[src/rtl/ftcfg_pkg.sv]
// Package of offsets, fields, reset values and codes for the fan tach and temperature config block
package ftcfg_pkg;
    localparam logic [7:0]  FTCFG_TACH_SEL_IDX    = 8'h7b;
    localparam logic [7:0]  FTCFG_TEMP_CFG_IDX    = 8'h7c;
    localparam logic [7:0]  FTCFG_LOCK_CTRL_IDX   = 8'h70;
    localparam logic [7:0]  FTCFG_STATUS_IDX      = 8'h71;
    localparam logic [7:0]  FTCFG_TACH_SEL_RST    = 8'h55;
    localparam logic [7:0]  FTCFG_TEMP_CFG_RST    = 8'h00;
    localparam int          FTCFG_TACH1_LSB       = 0;
    localparam int          FTCFG_TACH2_LSB       = 2;
    localparam int          FTCFG_TACH3_LSB       = 4;
    localparam int          FTCFG_TACH4_LSB       = 6;
    localparam int          FTCFG_FMT_BIT         = 0;
    localparam int          FTCFG_RANGE_BIT       = 1;
    localparam int          FTCFG_GPDIR_BIT       = 2;
    localparam int          FTCFG_GPPOL_BIT       = 3;
    localparam int          FTCFG_HYST_BIT        = 4;
    localparam int          FTCFG_REMA_BIT        = 5;
    localparam int          FTCFG_LOCAL_BIT       = 6;
    localparam int          FTCFG_REMB_BIT        = 7;
    localparam logic [1:0]  FTCFG_PINFN_GPIO      = 2'b10;
    localparam logic [7:0]  FTCFG_LIM_MIN_OFS64   = 8'h00;
    localparam logic [7:0]  FTCFG_LIM_MIN_TWOS    = 8'h80;
    localparam logic [7:0]  FTCFG_OFS64_BIAS      = 8'h40;
endpackage

[src/rtl/ftcfg_regs.sv]
// Fan tach pulse-count and temperature format / overtemperature configuration registers
`timescale 1ns/100ps
`default_nettype none
module ftcfg_regs #(
    parameter bit HYST_VARIANT = 1'b0
) (
    // APB clock and reset
    input  wire logic        pclk,
    input  wire logic        presetn,
    // APB slave
    input  wire logic        psel,
    input  wire logic        penable,
    input  wire logic        pwrite,
    input  wire logic [11:0] paddr,
    input  wire logic [31:0] pwdata,
    input  wire logic [3:0]  pstrb,
    output logic      [31:0] prdata,
    output logic             pready,
    output logic             pslverr,
    // Shared pin function and raw temperatures and limits (same clock)
    input  wire logic [1:0]  shared_pin_function_sel,
    input  wire logic [7:0]  onchip_temp,
    input  wire logic [7:0]  remote_a_temp,
    input  wire logic [7:0]  remote_b_temp,
    input  wire logic [7:0]  onchip_limit,
    input  wire logic [7:0]  remote_a_limit,
    input  wire logic [7:0]  remote_b_limit,
    // General-purpose pin
    input  wire logic        gp_pin_in,
    output logic             gp_pin_out,
    output logic             gp_pin_oe,
    output logic             gp_pin_level,
    // Overtemperature pin, open drain, active low
    input  wire logic        overtemp_pin_in,
    output logic             overtemp_pin_out,
    output logic             overtemp_pin_oe,
    output logic             overtemp_timer_in,
    // Configuration seen by the rest of the chip
    output logic [2:0]       tach1_pulse_count,
    output logic [2:0]       tach2_pulse_count,
    output logic [2:0]       tach3_pulse_count,
    output logic [2:0]       tach4_pulse_count,
    output logic             signed_temp_format_sel,
    output logic             offset_range_wide,
    output logic             overtemp_hyst_enable
);
    import ftcfg_pkg::*;

    logic [7:0] tach_sel_r;
    logic [7:0] temp_cfg_r;
    logic       lock_r;
    logic [1:0] gp_sync_r;
    logic [1:0] ot_sync_r;
    logic       ot_drive_r;
    logic [2:0] ot_hit_r;
    logic       wr_en;
    logic       rd_en;
    logic [7:0] addr_idx;
    logic       gp_enabled;
    logic [2:0] ot_hit_nxt;
    logic [7:0] cfg_wmask;

    // Zero-wait slave: every access completes in its first access cycle
    assign pready   = 1'b1;
    assign addr_idx = paddr[9:2];
    assign wr_en    = psel && penable && pwrite && (paddr[1:0] == 2'b00) && pstrb[0];
    // Read data is fetched in the setup cycle so it already stands through the access cycle
    assign rd_en    = psel && !penable && !pwrite;
    // Unmapped words answer with an error rather than a silent zero
    assign pslverr  = psel && penable && (paddr[11:10] != 2'b00 ||
                      (addr_idx != FTCFG_TACH_SEL_IDX && addr_idx != FTCFG_TEMP_CFG_IDX &&
                       addr_idx != FTCFG_LOCK_CTRL_IDX && addr_idx != FTCFG_STATUS_IDX));

    // Hysteresis bit is writable only on the variant that has it
    assign cfg_wmask = HYST_VARIANT ? 8'hff : 8'hef;

    always_ff @(posedge pclk or negedge presetn) begin
        if (!presetn) begin
            tach_sel_r <= FTCFG_TACH_SEL_RST;
        end else if (wr_en && !pslverr && addr_idx == FTCFG_TACH_SEL_IDX) begin
            tach_sel_r <= pwdata[7:0];
        end
    end

    always_ff @(posedge pclk or negedge presetn) begin
        if (!presetn) begin
            temp_cfg_r <= FTCFG_TEMP_CFG_RST;
        end else if (wr_en && !pslverr && addr_idx == FTCFG_TEMP_CFG_IDX && !lock_r) begin
            temp_cfg_r <= pwdata[7:0] & cfg_wmask;
        end
    end

    // Lock is sticky until reset, so software cannot reopen the config
    always_ff @(posedge pclk or negedge presetn) begin
        if (!presetn) begin
            lock_r <= 1'b0;
        end else if (wr_en && !pslverr && addr_idx == FTCFG_LOCK_CTRL_IDX && pwdata[0]) begin
            lock_r <= 1'b1;
        end
    end

    always_ff @(posedge pclk or negedge presetn) begin
        if (!presetn) begin
            prdata <= 32'h0000_0000;
        end else if (rd_en) begin
            case (addr_idx)
                FTCFG_TACH_SEL_IDX:  prdata <= {24'h00_0000, tach_sel_r};
                FTCFG_TEMP_CFG_IDX:  prdata <= {24'h00_0000, temp_cfg_r};
                FTCFG_LOCK_CTRL_IDX: prdata <= {31'h0000_0000, lock_r};
                FTCFG_STATUS_IDX:    prdata <= {24'h00_0000, 2'b00, gp_sync_r[1],
                                                ot_sync_r[1], ot_drive_r, ot_hit_r};
                default:             prdata <= 32'h0000_0000;
            endcase
        end
    end

    // Pulse codes 0..3 map to 1..4 counted pulses
    assign tach1_pulse_count = {1'b0, tach_sel_r[FTCFG_TACH1_LSB +: 2]} + 3'd1;
    assign tach2_pulse_count = {1'b0, tach_sel_r[FTCFG_TACH2_LSB +: 2]} + 3'd1;
    assign tach3_pulse_count = {1'b0, tach_sel_r[FTCFG_TACH3_LSB +: 2]} + 3'd1;
    assign tach4_pulse_count = {1'b0, tach_sel_r[FTCFG_TACH4_LSB +: 2]} + 3'd1;

    assign signed_temp_format_sel = temp_cfg_r[FTCFG_FMT_BIT];
    assign offset_range_wide      = temp_cfg_r[FTCFG_RANGE_BIT];
    assign overtemp_hyst_enable   = temp_cfg_r[FTCFG_HYST_BIT];

    // Pins come from outside the clock domain
    always_ff @(posedge pclk or negedge presetn) begin
        if (!presetn) begin
            gp_sync_r <= 2'b00;
            ot_sync_r <= 2'b11;
        end else begin
            gp_sync_r <= {gp_sync_r[0], gp_pin_in};
            ot_sync_r <= {ot_sync_r[0], overtemp_pin_in};
        end
    end

    assign gp_enabled   = (shared_pin_function_sel == FTCFG_PINFN_GPIO);
    assign gp_pin_oe    = gp_enabled && temp_cfg_r[FTCFG_GPDIR_BIT];
    // Drive level follows polarity: low-active drives 0 when asserted
    assign gp_pin_out   = temp_cfg_r[FTCFG_GPPOL_BIT];
    assign gp_pin_level = gp_sync_r[1];

    // Comparison under the current format, so a format flip acts at once
    function automatic logic ot_exceeds(input logic [7:0] t, input logic [7:0] lim,
                                        input logic twos);
        logic       off;
        logic [7:0] mn;
        off = 1'b0;
        mn  = twos ? FTCFG_LIM_MIN_TWOS : FTCFG_LIM_MIN_OFS64;
        if (lim == mn) begin
            off = 1'b1;
        end
        if (twos) begin
            ot_exceeds = !off && ($signed(t) > $signed(lim));
        end else begin
            ot_exceeds = !off && (t > lim);
        end
    endfunction

    always_comb begin
        ot_hit_nxt[0] = temp_cfg_r[FTCFG_LOCAL_BIT] &&
                        ot_exceeds(onchip_temp, onchip_limit, signed_temp_format_sel);
        ot_hit_nxt[1] = temp_cfg_r[FTCFG_REMA_BIT] &&
                        ot_exceeds(remote_a_temp, remote_a_limit, signed_temp_format_sel);
        ot_hit_nxt[2] = temp_cfg_r[FTCFG_REMB_BIT] &&
                        ot_exceeds(remote_b_temp, remote_b_limit, signed_temp_format_sel);
    end

    // Registered so the open-drain enable never glitches on compare edges
    always_ff @(posedge pclk or negedge presetn) begin
        if (!presetn) begin
            ot_hit_r   <= 3'b000;
            ot_drive_r <= 1'b0;
        end else begin
            ot_hit_r   <= ot_hit_nxt;
            ot_drive_r <= |ot_hit_nxt;
        end
    end

    assign overtemp_pin_out  = 1'b0;
    assign overtemp_pin_oe   = ot_drive_r;
    // Timer sees the pin only while we are not pulling it ourselves
    assign overtemp_timer_in = !ot_sync_r[1] && !ot_drive_r;
endmodule // ftcfg_regs
`default_nettype wire

[config.mk]
export PLATFORM = sky130hd
export DESIGN_NAME = ftcfg_regs
export DESIGN_NICKNAME = d
export VERILOG_FILES = /design/src/rtl/ftcfg_pkg.sv /design/src/rtl/ftcfg_regs.sv
export SDC_FILE = /design/constraint.sdc
export NUM_CORES = 1
export LEC_CHECK = 0
export BUFFER_PORTS_ARGS = -buffer_cell sky130_fd_sc_hd__buf_2
export CAP_MARGIN = 20
export CELL_PAD_IN_SITES_DETAIL_PLACEMENT = 0
export CELL_PAD_IN_SITES_GLOBAL_PLACEMENT = 1
export CORE_MARGIN = 2
export CORE_UTILIZATION = 33
export DETAILED_ROUTE_END_ITERATION = 16
export HOLD_SLACK_MARGIN = 0.15
export PLACE_DENSITY = 0.88
export SLEW_MARGIN = 20
export SYNTH_ARGS = -nofsm -noshare
export SYNTH_HDL_FRONTEND = slang
export SYNTH_SLANG_ARGS = --single-unit
[constraint.sdc]
create_clock -name pclk -period 2.8 [get_ports pclk]
set_input_delay 0.56 -clock pclk [delete_from_list [all_inputs] [get_ports pclk]]
set_output_delay 0.56 -clock pclk [all_outputs]
set_load 0.01 [all_outputs]
==> results by group <==
Synthesis
  – Post-synth top cells: inv_1, ha_1, buf_4, dfrtp_1, a21oi_1
  – Synth Cell Area: ~2500 sq um
  – Post-synth EDFFs: 0
  – Cell taking the most area after synthesis: dfrtp_1
  – Synth top area share: 0.2600
  – Mapped Cells: between 200 and 300
  – Asr flop ratio synth: 1.000
  – Sequential fraction of the synthesis area: 0.3230
  – Synth Register Bits: 32
  – Top-count cell post-synth: inv_1
  – Main area contributors after synthesis: dfrtp_1, ha_1, mux2_4
  – Distinct cell type count after synthesis: 46
  – YS warnings: 0
  – Mapped Avg Cell Area: about 9.8 sq um
  – Top_reg_cell synth: dfrtp_1

Global route
  – First-pass GRT wire length: roughly 9.5 mm
  – Global Route Usage Sum: 0.1413
  – Initial antenna violation count: 0
  – Vias in the first global route: between 2000 and 2500
  – Total gr overflow: 0
  – Largest net degree at the start of global routing: 33

CTS
  – H-tree depth: 2
  – Setup Buffers After CTS: 0
  – CTS tree: yes
  – Cell at the root of the clock tree: clkbuf_8
  – Resized cells post-CTS: 0
  – Worst-path clk slew: around 0.07 ns
  – TritonCTS sink count: 32
  – Worst-skew pair later-pin latency: between 0.2 and 0.3 ns
  – # hold bufs at CTS: 0
  – CTS Buffer Depth: 2
  – Total CTS buffers: 5

Placement
  – Post-DP Area: 3039 sq um
  – Dpl ws: 0.4999 ns
  – HPWL Detailed: 4.896 mm
  – IO Port Bufs: approximately 110
  – GP Congestion: 0.8194

Floorplanning
  – Die area: 8296 sq um
  – Core area: ~7300 sq um
  – Die Wd: roughly 91 um
  – Row Count: 31
  – Chip Height: between 90 and 100 um
  – # IOs: 160
  – Initial Utilization: 0.3432

Timing
  – Hold Vio Cnt, Final: 0
  – Final setup vio count: 0
  – Clock skew: just under 0.007 ns
  – Max Slew Vio Count: 0
  – Worst Tran Pin Value: 0.9018 ns
  – Fmax: between 400 and 500 MHz
  – RSZ-0062 raised after global routing: false
  – Hold Worst Slack: 0.3186 ns
  – Final worst path period share: 0.7937
  – Setup TNS: 0 ns
  – Final worst-path setup slack: roughly 0.58 ns
  – Max_slew headroom: 0.3961
  – Minimum clock period after layout: between 2 and 2.5 ns

Critical path
  – Crit path max-delay cell type: a21oi_1
  – Crit path cell chain: buf_2, or2_1, a21oi_1, o21ai_0, and3_1, buf_2
  – Critical path type: in2out
  – Most used cell along the critical path: buf_2
  – Crit path max fanout: 7
  – Worst Setup Start Kind: primary input
  – Crit. End Element: primary output
  – Crit-path max cell delay: ~0.3 ns
  – Top delay family on crit path: simple AND/OR/NAND/NOR gates
  – Arrival @ worst endpoint: ~1.7 ns
  – Worst Path Required: roughly 2.2 ns
  – Buf/Inv on CP: 2

Power
  – Leak: around 1.8 nW
  – Peak VDD IR: 0.1395 mV
  – Power Density: 341.7 nW/um^2

Cells and area
  – FILL cells: roughly 740
  – N_diodes: 0
  – Share of cells above drive strength 1: 0.3956
  – Area of the multi-input gates: ~1500 sq um
  – Reg area: about 810 sq um
  – Fin nets: between 400 and 500
  – Area Growth Syn to Fin: 24.95%
  – Cell area after layout: ~3100 sq um

Detailed routing
  – Final WL: between 5 and 6 mm
  – 1st-pass router iterations: 6
  – Drt wl/cell: between 10 and 15 um
  – Drt drc: 0
  – DR iter-0 viols: 63
  – Vias per cell: about 4.7
  – Total number of vias: approximately 2200
  – DRT antenna net count: 0

Job
  – Max_cap viols: 0

Hold path
  – HP Class: in2async

Run status
  – Status: completed
-- metal layers --
metal  routed length [um]  vias to the layer above  share of wire  global-route usage
li1                     -                     1067              -                   -
met2                 2755                       98           0.47              0.2364
met3                  551                       10          0.094             0.04232
met4                  119                        0          0.020             0.05177
met5                    0                        -              0                   0
met1                 2417                      994           0.41              0.1715
-- flip-flops by register name (all words and copies together), names as in the netlist --
name	count
gp_sync_r	2
ot_hit_r	3
overtemp_pin_oe	1
ot_sync_r	2
temp_cfg_r	7
prdata	8
tach_sel_r	8
lock_r	1
-- cells by family (layout without fill, tap and decap cells) --
logic type      after synthesis  in the layout  share of synthesized area
simple gates                 62             62                     0.1615
buf+inv                      63            147                     0.1355
compound gates               48             48                     0.1295
fa+ha+maj                    28             28                     0.1400
mux                          15             15                    0.09000
other cells                   2             27                   0.003001
xor+xnor                      5              5                    0.01750
flops                        32             32                     0.3230
-- cell type report --
| class | count | area share |
|---|---|---|
| inverter | 34 | 0.04082 |
| sequential | 32 | 0.2585 |
| timing repair buffer | 105 | 0.1681 |
| multi-input combinational | 185 | 0.4650 |
| clock buffer | 5 | 0.02201 |
| clock inverter | 3 | 0.006002 |
| tap | 99 | 0.03962 |
-- cells in the final DEF (no fill, tap or decap), types with 4 or more instances in the layout --
| cell | count |
|---|---|
| o21ai_0 | 4 |
| ha_1 | 28 |
| buf_2 | 105 |
| dfstp_2 | 6 |
| conb_1 | 27 |
| a22o_1 | 5 |
| a21oi_1 | 17 |
| nand2_1 | 8 |
| dfrtp_1 | 26 |
| inv_1 | 34 |
| nor3_1 | 4 |
| o211ai_1 | 5 |
| clkbuf_8 | 5 |
| and3_1 | 5 |
| nor2_1 | 15 |
| a22oi_1 | 6 |
| mux2_4 | 15 |
| nand4_1 | 6 |
-- power by group --
| part | switching (mW) | internal, mW | leakage [nW] |
|---|---|---|---|
| combinational | 0.131 | 0.103 | 1.34 |
| sequential | 0.0108 | 0.483 | 0.401 |
| clock | 0.168 | 0.173 | 0.0479 |
-- worst paths after layout --
check / start / to / slack (ns) / depth (start not counted)
max: paddr[5] / pslverr / 0.58 / 6
min: presetn / prdata[3]$_DFFE_PN0P_ / 0.32 / 1
max reg2reg: temp_cfg_r[0]$_DFFE_PN0P_ / overtemp_pin_oe$_DFF_PN0_ / 1.15 / 5
min reg2reg: gp_sync_r[0]$_DFF_PN0_ / gp_sync_r[1]$_DFF_PN0_ / 0.35 / 0
max in group asynchronous: presetn / ot_hit_r[1]$_DFF_PN0_ / 2.03 / 1
min in group pclk: gp_sync_r[0]$_DFF_PN0_ / gp_sync_r[1]$_DFF_PN0_ / 0.35 / 0
-- stage by stage --
stage | power, mW | instances | utilization
2_1_floorplan | 0.6463 | 280 | -
3_3_place_gp | 0.7287 | 455 | 0.4168
3_5_place_dp | 0.7369 | 455 | 0.4168
4_1_cts | 1.083 | 463 | 0.4288
5_1_grt | 1.128 | 463 | 0.4288
6_report | 1.068 | 463 | 0.4288
Power figures use the tool's default switching activity.
